$ cat src/capture_timer_pkg.sv
// register map, field layout, mode codes and bus carrier of the capture timer
// assumes a byte-wide register port with one-cycle reads and writes
package capture_timer_pkg;

  // byte offsets on the register port
  localparam logic [3:0] CTRL_A_OFFSET = 4'h0;
  localparam logic [3:0] CTRL_B_OFFSET = 4'h1;
  localparam logic [3:0] EVENT_CTRL_OFFSET = 4'h4;
  localparam logic [3:0] INT_ENABLE_OFFSET = 4'h5;
  localparam logic [3:0] INT_FLAG_OFFSET = 4'h6;
  localparam logic [3:0] RUN_STATUS_OFFSET = 4'h7;
  localparam logic [3:0] DEBUG_CTRL_OFFSET = 4'h8;
  localparam logic [3:0] STAGING_OFFSET = 4'h9;
  localparam logic [3:0] COUNT_OFFSET = 4'hA;
  localparam logic [3:0] COMPARE_OFFSET = 4'hC;
  localparam logic [3:0] HIGH_BYTE_STEP = 4'h1;
  localparam logic [3:0] COUNT_HIGH_OFFSET = COUNT_OFFSET + HIGH_BYTE_STEP;
  localparam logic [3:0] COMPARE_HIGH_OFFSET = COMPARE_OFFSET + HIGH_BYTE_STEP;

  // field positions
  localparam int ENABLE_BIT = 0;
  localparam int INPUT_ENABLE_BIT = 0;
  localparam int EDGE_BIT = 4;
  localparam int IRQ_BIT = 0;
  localparam int DEBUG_RUN_BIT = 0;
  localparam int MODE_LSB = 0;

  // writable bits of each control byte
  localparam logic [7:0] CTRL_A_MASK = 8'h57;
  localparam logic [7:0] CTRL_B_MASK = 8'h77;
  localparam logic [7:0] EVENT_CTRL_MASK = 8'h51;
  localparam logic [7:0] SINGLE_BIT_MASK = 8'h01;

  // reset values
  localparam logic [7:0] BYTE_RESET = 8'h00;
  localparam logic [15:0] WORD_RESET = 16'h0000;

  typedef enum logic [2:0] {
    mode_periodic = 3'h0,
    mode_timeout = 3'h1,
    mode_capture = 3'h2,
    mode_frequency = 3'h3,
    mode_pulse_width = 3'h4,
    mode_freq_pulse = 3'h5,
    mode_single_shot = 3'h6,
    mode_pwm8 = 3'h7
  } counter_mode_t;

  // phases of the combined frequency and pulse-width measurement
  typedef enum logic [2:0] {
    phase_first = 3'b001,
    phase_opposite = 3'b010,
    phase_second = 3'b100
  } pair_phase_t;

  typedef struct packed {
    logic [3:0] addr;
    logic [7:0] wdata;
    logic wr;
    logic rd;
  } bus_req_t;

endpackage

$ cat src/event_edge_detect.sv
// rising and falling edge detector for the incoming event level
// assumes the event level is already synchronous to ref_clk
`timescale 1ns/1ps
module event_edge_detect (
  input wire logic ref_clk,
  input wire logic rst,
  input wire logic level_in,
  output logic rise,
  output logic fall
);
  logic level_reg;

  always_ff @(posedge ref_clk) begin
    if (rst) begin
      level_reg <= 1'b0;
    end else begin
      level_reg <= level_in;
    end
  end

  assign rise = level_in & ~level_reg;
  assign fall = ~level_in & level_reg;
endmodule

$ cat src/word_register.sv
// 16-bit register loaded by hardware or by byte-lane bus commits
// a bus commit in the same cycle as a hardware load wins
`timescale 1ns/1ps
module word_register (
  input wire logic ref_clk,
  input wire logic rst,
  input wire logic hw_load,
  input wire logic [15:0] hw_value,
  input wire logic [1:0] bus_byte_we,
  input wire logic [15:0] bus_value,
  output logic [15:0] value_reg
);
  import capture_timer_pkg::*;

  logic [15:0] value_next;

  assign value_next[7:0] = bus_byte_we[0] ? bus_value[7:0] : (hw_load ? hw_value[7:0] : value_reg[7:0]);
  assign value_next[15:8] = bus_byte_we[1] ? bus_value[15:8] : (hw_load ? hw_value[15:8] : value_reg[15:8]);

  always_ff @(posedge ref_clk) begin
    if (rst) begin
      value_reg <= WORD_RESET;
    end else begin
      value_reg <= value_next;
    end
  end
endmodule

$ cat src/capture_timer.sv
// capture timer: register file, counter modes, capture and interrupt flag
// assumes a synchronous byte register port and a synchronous event level
//
// Function
// [RULE1] input enable bit lets events drive capture and counter actions
// [RULE2] interrupt request is flag gated by interrupt enable bit 0
// [RULE3] flag clears on write one, or on compare read in capture modes
// [RULE4] periodic, time-out and single-shot set flag when counter reaches top
// [RULE5] capture mode loads compare from counter and sets flag on event
// [RULE6] frequency mode captures, restarts counter and sets flag per edge
// [RULE7] pulse-width: one edge restarts, opposite edge captures and sets flag
// [RULE8] combined mode sets flag and stops counter on second selected edge
// [RULE9] pwm mode sets flag when counter reaches compare low byte
// [RULE10] run bit reads counting state and is read-only
// [RULE11] debug run zero halts timer and ignores events while cpu halted
// [RULE12] one shared 8-bit staging byte serves all 16-bit registers
// [RULE13] low byte sits at base offset, high byte at base plus one
// [RULE14] bus write to counter beats a same-cycle internal update
// [RULE15] in capture modes compare holds counter at latest capture
// [RULE16] periodic, time-out and single-shot use compare as top value
// [RULE17] pwm mode treats compare bytes as two independent registers
// [RULE18] mode codes 0x0 through 0x7 select the eight counter modes
// [RULE19] timer operates only while enable bit 0 is one
// [RULE20] software reads low byte first and writes high byte first
`timescale 1ns/1ps
module capture_timer (
  input wire logic ref_clk,
  input wire logic rst,
  input capture_timer_pkg::bus_req_t bus_req,
  input wire logic event_in,
  input wire logic cpu_halted,
  output logic [7:0] bus_rdata,
  output logic capture_irq
);
  import capture_timer_pkg::*;

  logic [7:0] ctrl_a_reg;
  logic [7:0] ctrl_b_reg;
  logic [7:0] event_ctrl_reg;
  logic [7:0] interrupt_enable_reg;
  logic [7:0] debug_control_reg;
  logic [7:0] byte_staging_buffer;
  logic [7:0] staging_next;
  logic flag_reg;
  logic flag_next;
  logic run_reg;
  logic run_next;
  pair_phase_t phase_reg;
  pair_phase_t phase_next;
  logic [15:0] counter_value;
  logic [15:0] capture_compare_value;
  logic [15:0] count_hw_value;
  logic count_hw_load;
  logic capture_load;
  logic flag_set;
  logic ev_rise;
  logic ev_fall;
  logic [7:0] read_value;

  counter_mode_t counter_mode_field;
  wire enable_bit = ctrl_a_reg[ENABLE_BIT];
  wire capture_event_input_enable = event_ctrl_reg[INPUT_ENABLE_BIT];
  wire edge_select = event_ctrl_reg[EDGE_BIT];
  wire run_while_halted = debug_control_reg[DEBUG_RUN_BIT];
  wire irq_enable = interrupt_enable_reg[IRQ_BIT];
  assign counter_mode_field = counter_mode_t'(ctrl_b_reg[MODE_LSB +: 3]); // [RULE18]

  // decoding of the byte port
  wire wr_ctrl_a = bus_req.wr && bus_req.addr == CTRL_A_OFFSET;
  wire wr_ctrl_b = bus_req.wr && bus_req.addr == CTRL_B_OFFSET;
  wire wr_event = bus_req.wr && bus_req.addr == EVENT_CTRL_OFFSET;
  wire wr_int_en = bus_req.wr && bus_req.addr == INT_ENABLE_OFFSET;
  wire wr_flag = bus_req.wr && bus_req.addr == INT_FLAG_OFFSET;
  wire wr_debug = bus_req.wr && bus_req.addr == DEBUG_CTRL_OFFSET;
  wire wr_staging = bus_req.wr && bus_req.addr == STAGING_OFFSET;
  wire wr_count_low = bus_req.wr && bus_req.addr == COUNT_OFFSET;
  wire wr_count_high = bus_req.wr && bus_req.addr == COUNT_HIGH_OFFSET;
  wire wr_cmp_low = bus_req.wr && bus_req.addr == COMPARE_OFFSET;
  wire wr_cmp_high = bus_req.wr && bus_req.addr == COMPARE_HIGH_OFFSET;
  wire rd_count_low = bus_req.rd && bus_req.addr == COUNT_OFFSET;
  wire rd_cmp_low = bus_req.rd && bus_req.addr == COMPARE_OFFSET;

  wire pwm_mode = counter_mode_field == mode_pwm8;
  wire capture_modes = counter_mode_field inside {mode_capture, mode_frequency, mode_pulse_width, mode_freq_pulse};

  // halted cpu freezes the timer unless debug run is set
  wire active = enable_bit && (!cpu_halted || run_while_halted); // [RULE19] [RULE11]
  wire events_ok = active && capture_event_input_enable; // [RULE1] [RULE11]
  wire sel_edge = events_ok && (edge_select ? ev_fall : ev_rise);
  wire opp_edge = events_ok && (edge_select ? ev_rise : ev_fall);
  wire top_hit = counter_value == capture_compare_value; // [RULE16]
  wire pwm_hit = counter_value[7:0] == capture_compare_value[7:0]; // [RULE9] [RULE17]

  // low-byte write commits staging as the high byte, so both bytes land together
  wire [1:0] count_we = {2{wr_count_low}}; // [RULE13] [RULE20]
  wire [15:0] count_bus_value = {byte_staging_buffer, bus_req.wdata};
  wire [1:0] cmp_we = pwm_mode ? {wr_cmp_high, wr_cmp_low} : {2{wr_cmp_low}}; // [RULE17]
  wire [15:0] cmp_bus_value = pwm_mode ? {bus_req.wdata, bus_req.wdata} : {byte_staging_buffer, bus_req.wdata};

  // high-byte writes and low-byte reads, save those of compare in pwm mode, go through the one shared staging byte
  assign staging_next = (wr_staging || wr_count_high || (wr_cmp_high && !pwm_mode)) ? bus_req.wdata : // [RULE12]
                        rd_count_low ? counter_value[15:8] :
                        (rd_cmp_low && !pwm_mode) ? capture_compare_value[15:8] :
                        byte_staging_buffer;

  wire flag_clear = (wr_flag && bus_req.wdata[IRQ_BIT]) || (rd_cmp_low && capture_modes); // [RULE3]
  assign flag_next = flag_set || (flag_reg && !flag_clear); // set beats clear in the same cycle

  assign read_value = (bus_req.addr == CTRL_A_OFFSET) ? ctrl_a_reg :
                      (bus_req.addr == CTRL_B_OFFSET) ? ctrl_b_reg :
                      (bus_req.addr == EVENT_CTRL_OFFSET) ? event_ctrl_reg :
                      (bus_req.addr == INT_ENABLE_OFFSET) ? interrupt_enable_reg :
                      (bus_req.addr == INT_FLAG_OFFSET) ? {7'h00, flag_reg} :
                      (bus_req.addr == RUN_STATUS_OFFSET) ? {7'h00, run_reg} : // [RULE10]
                      (bus_req.addr == DEBUG_CTRL_OFFSET) ? debug_control_reg :
                      (bus_req.addr == STAGING_OFFSET) ? byte_staging_buffer :
                      (bus_req.addr == COUNT_OFFSET) ? counter_value[7:0] : // [RULE13]
                      (bus_req.addr == COUNT_HIGH_OFFSET) ? byte_staging_buffer :
                      (bus_req.addr == COMPARE_OFFSET) ? capture_compare_value[7:0] :
                      (bus_req.addr == COMPARE_HIGH_OFFSET) ?
                        (pwm_mode ? capture_compare_value[15:8] : byte_staging_buffer) :
                      8'h00;

  event_edge_detect u_edges (
    .ref_clk(ref_clk),
    .rst(rst),
    .level_in(event_in),
    .rise(ev_rise),
    .fall(ev_fall)
  );

  word_register u_counter (
    .ref_clk(ref_clk),
    .rst(rst),
    .hw_load(count_hw_load),
    .hw_value(count_hw_value),
    .bus_byte_we(count_we), // [RULE14]
    .bus_value(count_bus_value),
    .value_reg(counter_value)
  );

  word_register u_compare (
    .ref_clk(ref_clk),
    .rst(rst),
    .hw_load(capture_load),
    .hw_value(counter_value), // [RULE15]
    .bus_byte_we(cmp_we),
    .bus_value(cmp_bus_value),
    .value_reg(capture_compare_value)
  );

  // mode behaviour; clearing the enable bit clears run and phase, while a halt simply freezes state
  always_comb begin
    count_hw_load = 1'b0;
    count_hw_value = counter_value + 16'h0001;
    capture_load = 1'b0;
    flag_set = 1'b0;
    run_next = run_reg;
    phase_next = phase_reg;
    if (!enable_bit) begin
      run_next = 1'b0;
      phase_next = phase_first;
    end else if (active) begin
      case (counter_mode_field)
        mode_periodic: begin
          run_next = 1'b1;
          count_hw_load = 1'b1;
          if (top_hit) begin
            flag_set = 1'b1; // [RULE4]
            count_hw_value = WORD_RESET;
          end
        end
        mode_timeout: begin
          if (sel_edge) begin
            run_next = 1'b1;
          end else if (opp_edge) begin
            run_next = 1'b0;
          end
          if (run_reg) begin
            count_hw_load = 1'b1;
            if (top_hit) begin
              flag_set = 1'b1; // [RULE4]
              count_hw_value = WORD_RESET;
            end
          end
        end
        mode_capture: begin
          run_next = 1'b1;
          count_hw_load = 1'b1;
          if (sel_edge) begin
            capture_load = 1'b1; // [RULE5]
            flag_set = 1'b1;
          end
        end
        mode_frequency: begin
          run_next = 1'b1;
          count_hw_load = 1'b1;
          if (sel_edge) begin
            capture_load = 1'b1; // [RULE6]
            flag_set = 1'b1;
            count_hw_value = WORD_RESET;
          end
        end
        mode_pulse_width: begin
          run_next = 1'b1;
          count_hw_load = 1'b1;
          if (sel_edge) begin
            count_hw_value = WORD_RESET; // [RULE7]
          end else if (opp_edge) begin
            capture_load = 1'b1; // [RULE7]
            flag_set = 1'b1;
          end
        end
        mode_freq_pulse: begin
          count_hw_load = run_reg;
          case (phase_reg)
            phase_first: begin
              if (sel_edge) begin
                run_next = 1'b1;
                count_hw_load = 1'b1;
                count_hw_value = WORD_RESET;
                phase_next = phase_opposite;
              end
            end
            phase_opposite: begin
              if (opp_edge) begin
                capture_load = 1'b1;
                phase_next = phase_second;
              end
            end
            phase_second: begin
              if (sel_edge) begin
                run_next = 1'b0; // [RULE8]
                count_hw_load = 1'b0;
                flag_set = 1'b1;
                phase_next = phase_first;
              end
            end
            default: phase_next = phase_first;
          endcase
        end
        mode_single_shot: begin
          if (run_reg) begin
            count_hw_load = 1'b1;
            if (top_hit) begin
              flag_set = 1'b1; // [RULE4]
              run_next = 1'b0;
              count_hw_value = WORD_RESET;
            end
          end else if (sel_edge || (edge_select && opp_edge)) begin
            run_next = 1'b1;
            count_hw_load = 1'b1;
            count_hw_value = WORD_RESET;
          end
        end
        mode_pwm8: begin
          run_next = 1'b1;
          count_hw_load = 1'b1;
          if (pwm_hit) begin
            flag_set = 1'b1; // [RULE9]
            count_hw_value = WORD_RESET;
          end
        end
        default: run_next = run_reg;
      endcase
    end
  end

  always_ff @(posedge ref_clk) begin
    if (rst) begin
      ctrl_a_reg <= BYTE_RESET;
      ctrl_b_reg <= BYTE_RESET;
      event_ctrl_reg <= BYTE_RESET;
      interrupt_enable_reg <= BYTE_RESET;
      debug_control_reg <= BYTE_RESET;
    end else begin
      if (wr_ctrl_a) ctrl_a_reg <= bus_req.wdata & CTRL_A_MASK;
      if (wr_ctrl_b) ctrl_b_reg <= bus_req.wdata & CTRL_B_MASK;
      if (wr_event) event_ctrl_reg <= bus_req.wdata & EVENT_CTRL_MASK;
      if (wr_int_en) interrupt_enable_reg <= bus_req.wdata & SINGLE_BIT_MASK;
      if (wr_debug) debug_control_reg <= bus_req.wdata & SINGLE_BIT_MASK;
    end
  end

  // run state has no bus write path at all
  always_ff @(posedge ref_clk) begin
    if (rst) begin
      byte_staging_buffer <= BYTE_RESET;
      flag_reg <= 1'b0;
      run_reg <= 1'b0;
      phase_reg <= phase_first;
      bus_rdata <= BYTE_RESET;
      capture_irq <= 1'b0;
    end else begin
      byte_staging_buffer <= staging_next;
      flag_reg <= flag_next;
      run_reg <= run_next; // [RULE10]
      phase_reg <= phase_next;
      bus_rdata <= bus_req.rd ? read_value : BYTE_RESET;
      capture_irq <= flag_reg && irq_enable; // [RULE2]
    end
  end

  wire count_bus_touch = wr_count_low;
  wire cmp_bus_touch = wr_cmp_low || wr_cmp_high;
endmodule

$ cat config.mk
export PLATFORM = sky130hd
export DESIGN_NAME = capture_timer
export DESIGN_NICKNAME = d
export VERILOG_FILES = /design/src/capture_timer_pkg.sv /design/src/event_edge_detect.sv /design/src/word_register.sv /design/src/capture_timer.sv
export SDC_FILE = /design/constraint.sdc
export NUM_CORES = 1
export LEC_CHECK = 0
export BUFFER_PORTS_ARGS = -buffer_cell sky130_fd_sc_hd__buf_2
export CAP_MARGIN = 20
export CORE_AREA = 2 2 104 106
export DETAILED_ROUTE_END_ITERATION = 6
export DIE_AREA = 0 0 106 108
export SYNTH_ARGS = -nofsm -noshare
export SYNTH_HDL_FRONTEND = slang
export SYNTH_SLANG_ARGS = --single-unit
$ cat constraint.sdc
create_clock -name ref_clk -period 3.9 [get_ports ref_clk]
set_input_delay 0.78 -clock ref_clk [delete_from_list [all_inputs] [get_ports ref_clk]]
set_output_delay 0.78 -clock ref_clk [all_outputs]
set_load 0.1 [all_outputs]
==> reports/metrics.cfg, run 1 <==
[logic_synthesis]
synth.avg_cell_area_sq_um=7.70
synth_cell_types=68
postSynthCellCount=592
synth_top_flop_cell=dfxtp_1
seq_area_frac_synth=0.312
synth_seq_cells=71
synth_nets=611
yosys_warnings=0
async_reset_ff_frac=0
synth.cell_area_sq_mm=0.00456
synth-edff-count=0

[setup_path]
crit_arrival_ns=3.09
end_kind=register
cp.required_ns=4.18
r2r_slack_ns=1.27
r2r-start=ctrl_b_reg[2]
crit_start=bus_req[10]
cp_top_family=simple AND/OR/NAND/NOR gates
crit_type=input pin to register
worstPathMaxFanout=22
startpoint_type=input pin
path_cells=buf_2, nor2b_1, nand3_1, o21bai_2, nand2_2, and2_1, a311o_1, a21oi_1
critPathMaxStageDelay_ns=0.42
critPathSlowestCell=and2_1
path_buf_inv=1

[placed_design]
hpwl_um=10000
place.gp.congestion=0.916
dp_cells=717
numPortBuffers=26

[global_routing]
grt_pass1_vias=4126
grt_overflow_total=0
grt_max_degree=41
antenna_found_initial=1
grt_pass1_wl_um=22200
grt.total_usage=0.249

[clock_network]
insertion_delay_ns=0.36
cts_setup_buffers=0
cts_buffers=9
path_clk_slew_ns=0.08
holdBufCountCts=0
h-tree-depth=3
cts_tree=yes
clockBufferDepth=2
cts_resized=0
cts_root_buffer=clkbuf_8
clock_sinks=71

[route]
drcViolationCount=0
wl_um=14100
drt-pass1-iter-count=6
via_count=4438
ant_nets=0
detail_route.wl_per_cell_um=19.2
drt-initial-drc-count=296
vias_per_cell=6.05

[pwr]
powerDensity_mw_per_mm2=328
comb_power_share=0.107
swShare=0.278
clkPwrFrac=0.411
power_switching_mw=0.447
seq_power_share=0.481
peakVddDrop_v=0.000220
p_int_mw=1.16
p_leak_nw=1.90

[sta]
maxSlewViolCount=0
final.setup.tns_ns=0
hold_slack_ns=0.451
finalSetupViolCount=0
slew_headroom=0.449
final_hold_viol_count=0
post-route-min-period_ns=2.81
rsz0062_at_grt=false
worst_pin_slew_ns=0.827
fin_skew_ns=0.0106
finalCritPeriodShare=0.719
fmax_mhz=356

[floorplan]
core_area_sq_mm=0.0102
die_area_sq_mm=0.0114
die_y_um=108
start_util=0.445
io_pins=27
die_w_um=106
placementRows=37

[cells_and_area]
post-route-util=0.479
insertedDiodeCount=0
final_cells=733
final_cell_mix=nand2_1 (89), nor2_1 (74), dfxtp_1 (71)
nets=611
syn2layout_area_growth_pct=7.61
final_common_cell=nand2_1
drive_gt1_frac=0.122

[hold_path]
worstHoldStart=interrupt_enable_reg[0]
worstHoldPathType=register to register

[job]
drv_cap=0

[status]
status=finished, final reports clean

## worst reg2reg max path, cell delays in order, from the launching register on
cell and delay, ns:
dfxtp_1 0.71, and3_1 0.30, buf_4 0.25, o21bai_2 0.12, nand2_2 0.26, and2_1 0.57, a311o_1 0.20, a21oi_1 0.07
## power by group through the flow
stage	sequential, mW	combinational [mW]	clock, mW
floorplan	0.774	0.136	0
CTS	0.773	0.170	0.674
finish	0.774	0.173	0.662
detailed placement	0.791	0.168	0
global placement	0.790	0.165	0
global route	0.776	0.186	0.701
## synth_stat cells (all sizes together) (5+ instances only)
library cell | instances | area, sq um
nand2 | 91 | 352
nor2 | 74 | 278
dfxtp | 71 | 1420
nand3 | 39 | 195
a21oi | 36 | 180
a211oi | 26 | 210
clkbuf | 25 | 97.6
mux2i | 24 | 240
xor2 | 22 | 193
buf | 20 | 130
o21ai | 19 | 103
nor2b | 15 | 96.3
nand2b | 12 | 75.1
nor3 | 10 | 66.3
nand4 | 9 | 56.3
a311o | 8 | 80.1
and2 | 8 | 51.3
and3 | 7 | 43.8
a221oi | 6 | 52.6
a22oi | 6 | 45.0
nor4 | 6 | 37.5
a311oi | 5 | 43.8
nor3b | 5 | 47.5
o211ai | 5 | 37.5
## stage by stage
stage	total power [mW]	instance area (sq um)	setup WS, ns
after floorplan	0.909	4560	1.54
after global placement	0.954	4690	0.962
after detailed placement	0.959	4690	0.835
after CTS	1.62	4900	1.18
after global routing	1.66	4900	0.921
final	1.61	4900	1.09
## area by class of cell
cell class,instances,area [sq um]
well taps,136,170
clock buffers,11,131
fillers,1004,5330
flip-flops and latches,71,1420
repair buffers,34,190
multi-input cells,473,2900
inverters,3,11.3
clock inverters,5,82.6
## layer usage
| metal | share of wire | vias to the layer above | track usage |
|---|---|---|---|
| li1 | - | 2132 | - |
| met1 | 0.44 | 2142 | 0.328 |
| met4 | 0.021 | 2 | 0.0940 |
| met3 | 0.056 | 27 | 0.0434 |
| met5 | 0.00092 | - | 0 |
| met2 | 0.48 | 135 | 0.410 |
## cells by family after synthesis
kind of cell / after synthesis / synth area share
simple gates: 285 / 0.302
buf+inv: 48 / 0.0525
flops: 71 / 0.312
fa+ha+maj: 1 / 0.00275
compound gates: 137 / 0.228
mux: 25 / 0.0552
xor+xnor: 25 / 0.0481
## worst paths after layout
| check | endpoint | cells after the start |
|---|---|---|
| setup / recovery | byte_staging_buffer[0] | 8 |
| hold / removal | capture_irq | 2 |
| setup reg to reg | byte_staging_buffer[0] | 7 |
| hold reg to reg | capture_irq | 2 |
Power figures use the tool's default switching activity.
==> run 2: changes to the inputs <==
==> constraint.sdc (replaced) <==
create_clock -name ref_clk -period 2.62 [get_ports ref_clk]
set_input_delay 0.524 -clock ref_clk [delete_from_list [all_inputs] [get_ports ref_clk]]
set_output_delay 0.524 -clock ref_clk [all_outputs]
set_load 0.1 [all_outputs]
==> run 2 against run 1 <==
  * Critical path depth did not move
  * Die area did not move
  * First-iteration DRC count rose by 17%
  * Total power rose by 41%
  * Cell count rose by 3.3%
  * Clock power rose by 24%
  * Largest power group unchanged
  * Sequential power rose by 46%
  * Combinational power rose by 79%
  * Non-clock buffer count rose by 24
  * Final area rose by 3.2%
  * Via count rose by 1.6%
  * Core utilization rose by 1.5 points
==> reports/metrics.cfg, run 2 (synthesized netlist as in run 1, its figures left out) <==
[clock_network]
clock_sinks=71
cts_tree=yes
path_clk_slew_ns=0.08
clockBufferDepth=2
h-tree-depth=3
cts_buffers=9
cts_resized=0
cts_setup_buffers=0
holdBufCountCts=0
insertion_delay_ns=0.37
cts_root_buffer=clkbuf_8

[setup_path]
end_kind=register
path_cells=xor2_1, nor4_1, nand2_1, a221oi_1, nand4bb_1, buf_4, o21bai_1, a211oi_1
crit_arrival_ns=2.64
critPathMaxStageDelay_ns=0.48
r2r-start=u_compare.value_reg[5]
critPathSlowestCell=nor4_1
worstPathMaxFanout=15
rr_endpoint=u_counter.value_reg[12]
cp.required_ns=2.86
r2r_slack_ns=0.22
startpoint_type=register
crit_type=register to register
reg2reg_depth=8

[sta]
finalSetupViolCount=0
worst_pin_slew_ns=0.625
finalCritPeriodShare=0.915
fin_skew_ns=0.0132
fmax_mhz=417
hold_slack_ns=0.447
slew_headroom=0.583
post-route-min-period_ns=2.40
final_hold_viol_count=0
maxSlewViolCount=0
final.setup.tns_ns=0
rsz0062_at_grt=false

[route]
top_layer_used=met4
detail_route.wl_per_cell_um=18.5
route.met2.wl_um=6600
drt-pass1-iter-count=7
wl_met3_um=722
drt-initial-drc-count=345
via_count=4507
wl_met1_um=6220
ant_nets=0
wl_um=14000
vias_per_cell=5.95
drcViolationCount=0

[global_routing]
grt.total_usage=0.253
grt_overflow_total=0
grt_pass1_vias=4289
antenna_found_initial=0
grt_pass1_wl_um=22300
grt_max_degree=27

[cells_and_area]
ff_latch_area_sq_mm=0.00142
insertedDiodeCount=0
drive_gt1_frac=0.156
multi_input_area_sq_mm=0.00290
syn2layout_area_growth_pct=11.0
post-route-util=0.494
final_common_cell=nand2_1
nets=635
final_cell_mix=nand2_1 (89), nor2_1 (74), dfxtp_1 (71)
final_cell_area_sq_mm=0.00506
fill_cells=1035

[placed_design]
numPortBuffers=26
postPlaceCellArea_sq_mm=0.00488
place.gp.congestion=0.905
hpwl_um=10200

[floorplan]
die_w_um=106
io_pins=27
die_area_sq_mm=0.0114
die_y_um=108
core_area_sq_mm=0.0102
start_util=0.445
placementRows=37

[hold_path]
worstHoldStart=event_in
hold_path_end=u_edges.level_reg
hold_path_depth=2
worstHoldPathType=input pin to register

[status]
status=finished, final reports clean

[pwr]
powerDensity_mw_per_mm2=448
p_leak_nw=2.01
peakVddDrop_v=0.000280
power_mw=2.26

[job]
drv_cap=0

-- run 2: cell count changes in the layout (fill, tap and decap cells not counted), moves of 2 or more --
cell | before | now
clkbuf_8 | 9 | 11
clkinv_4 | 2 | 0
bufinv_16 | 2 | 0
buf_4 | 8 | 31
-- run 2: per-layer routing --
metal  GRT usage  vias to the layer above
met5           0                        -
met4       0.108                        0
li1            -                     2170
met2       0.410                      169
met3      0.0404                       31
met1       0.335                     2137
-- run 2: how the worst max path moves through the flow --
stage                                 startpoint                       to  slack (ns)
after floorplan                      bus_req[12]   byte_staging_buffer[1]        0.52
after global placement                  event_in   u_counter.value_reg[7]        0.17
after detailed placement                event_in   u_counter.value_reg[7]        0.10
after CTS                 u_compare.value_reg[5]  u_counter.value_reg[12]        0.22
after global routing      u_compare.value_reg[5]  u_counter.value_reg[12]        0.12
final                     u_compare.value_reg[5]  u_counter.value_reg[12]        0.22
-- run 2: power breakdown --
part	switching, mW	internal [mW]
clock	0.429	0.393
combinational	0.199	0.110
sequential	0.0273	1.10
-- run 2: per-stage QoR --
step	std cells	setup WS, ns
CTS	757	0.223
global route	757	0.116
global placement	741	0.169
finish	757	0.223
detailed placement	741	0.103
floorplan	592	0.517
-- run 2: final cells by class --
cell class | count | area share
clock inverter | 3 | 0.00346
sequential | 71 | 0.281
inverter | 3 | 0.00223
timing repair buffer | 58 | 0.0757
tap | 136 | 0.0336
clock buffer | 13 | 0.0314
multi-input combinational | 473 | 0.572
-- run 2: worst max-delay path, delay by kind of cell, from the launching register on --
kind	cells	cell delay [ns]
AND/OR/NAND/NOR	3	0.81
XOR/XNOR	1	0.18
flip-flops	1	0.35
buffers and inverters	1	0.23
AO/OA/AOI/OAI	3	0.71
==> run 3: changes to the inputs <==
--- a/config.mk
+++ b/config.mk
@@ -7,9 +7,10 @@
 export LEC_CHECK = 0
 export BUFFER_PORTS_ARGS = -buffer_cell sky130_fd_sc_hd__buf_2
 export CAP_MARGIN = 20
-export CORE_AREA = 2 2 104 106
+export CORE_AREA = 2 2 89 91
 export DETAILED_ROUTE_END_ITERATION = 6
-export DIE_AREA = 0 0 106 108
+export DIE_AREA = 0 0 91 93
+export PLACE_DENSITY = 0.8
 export SYNTH_ARGS = -nofsm -noshare
 export SYNTH_HDL_FRONTEND = slang
 export SYNTH_SLANG_ARGS = --single-unit
==> run 3 against run 2 <==
  * The run now ends with design-rule violations left
  * Combinational power fell by 2%
  * First-iteration DRC count rose by 43%
  * Maximum frequency fell by 1.2%
  * Routed wire length fell by 2.5%
  * Clock skew rose by 0.0050 ns
  * Worst hold slack improved by 0.0018 ns
  * Core utilization rose by 17 points
  * Cell count fell by 4.5%
  * Total power barely moved
  * Largest cell class unchanged
  * Largest power group unchanged
==> reports/metrics.cfg, run 3 (synthesized netlist as in run 1, its figures left out) <==
[pwr]
p_int_mw=1.58
peakVddDrop_v=0.000384
seq_power_share=0.499
clkPwrFrac=0.366
comb_power_share=0.135
p_leak_nw=2.02
powerDensity_mw_per_mm2=451
swShare=0.301
power_switching_mw=0.681
power_mw=2.26

[route]
via_count=4675
drt-pass1-iter-count=7
vias_per_cell=6.47
ant_nets=0
drcViolationCount=9
wl_um=13600
detail_route.wl_per_cell_um=18.9
drt-initial-drc-count=495

[setup_path]
cp_top_family=simple AND/OR/NAND/NOR gates
path_buf_inv=1
startpoint_type=register
end_kind=register
cp.required_ns=2.86
crit_arrival_ns=2.66
crit_type=register to register
path_cells=xor2_1, nor4_1, and4_4, o41ai_2, nand4bb_1, buf_4, o21bai_1, a211oi_1
worstPathMaxFanout=15
critPathSlowestCell=dfxtp_1
critPathMaxStageDelay_ns=0.49

[placed_design]
place_ws_ns=0.117
postPlaceCellArea_sq_mm=0.00484
numPortBuffers=26
place.gp.congestion=0.999
hpwl_um=9830

[floorplan]
io_pins=27
placementRows=32
core_area_sq_mm=0.00753
die_y_um=93
die_area_sq_mm=0.00846
start_util=0.605
die_w_um=91

[sta]
finalCritPeriodShare=0.926
maxSlewViolCount=0
slew_headroom=0.568
finalSetupViolCount=0
post-route-min-period_ns=2.43
setup_ws_ns=0.195
final_hold_viol_count=0
fin_skew_ns=0.0183
worst_pin_slew_ns=0.647
rsz0062_at_grt=false
final.setup.tns_ns=0
fmax_mhz=412

[global_routing]
grt_overflow_total=0
grt.total_usage=0.320
antenna_found_initial=0
grt_pass1_wl_um=21500
grt_pass1_vias=4261
grt_max_degree=23

[clock_network]
holdBufCountCts=0
cts_setup_buffers=0
cts_resized=0
path_clk_slew_ns=0.08
clockBufferDepth=2
cts_root_buffer=clkbuf_8
cts_buffers=9
insertion_delay_ns=0.36
cts_tree=yes
h-tree-depth=3
clock_sinks=71

[status]
violations=design-rule violations
status=complete, but fails checks

[cells_and_area]
final_cell_mix=nand2_1 (89), nor2_1 (74), dfxtp_1 (71)
final_common_cell=nand2_1
syn2layout_area_growth_pct=10.2
drive_gt1_frac=0.159
final_cell_area_sq_mm=0.00502
insertedDiodeCount=0
nets=635

[hold_path]
worstHoldPathType=input pin to register

[job]
drv_cap=0

==> run 3: layout make-up <==
type,count,area [sq um]
clock buffer,10,138
multi-input combinational,473,2900
clock inverter,6,42.5
timing repair buffer,58,383
fill,645,2510
inverter,3,11.3
tap,102,128
sequential,71,1420
==> run 3: final timing paths <==
path                            from                 endpoint  slack, ns  cells after the start
min reg2reg            ctrl_b_reg[4]            ctrl_b_reg[4]       0.46                      2
min                         event_in        u_edges.level_reg       0.45                      2
max reg2reg  u_counter.value_reg[13]  u_counter.value_reg[13]       0.19                      8
max          u_counter.value_reg[13]  u_counter.value_reg[13]       0.19                      8
==> run 3: metal layers <==
| layer | vias to the layer above | global-route usage | wire [um] |
|---|---|---|---|
| li1 | 2172 | - | - |
| met2 | 264 | 0.555 | 6480 |
| met5 | - | 0 | 0 |
| met1 | 2189 | 0.404 | 5490 |
| met4 | 0 | 0.124 | 548 |
| met3 | 50 | 0.0467 | 1130 |
==> run 3: stage by stage <==
step,instances,hold slack [ns],util
floorplan,592,0.417,-
global placement,707,0.431,0.643
detailed placement,707,0.451,0.643
CTS,723,0.440,0.667
global route,723,0.468,0.667
finish,723,0.449,0.667
==> run 3: power groups by stage <==
stage / clock [mW] / sequential [mW] / combinational [mW]
4_1_cts: 0.830 / 1.13 / 0.297
5_1_grt: 0.868 / 1.13 / 0.327
2_1_floorplan: 0 / 1.15 / 0.202
3_5_place_dp: 0 / 1.16 / 0.295
6_report: 0.828 / 1.13 / 0.305
3_3_place_gp: 0 / 1.15 / 0.287
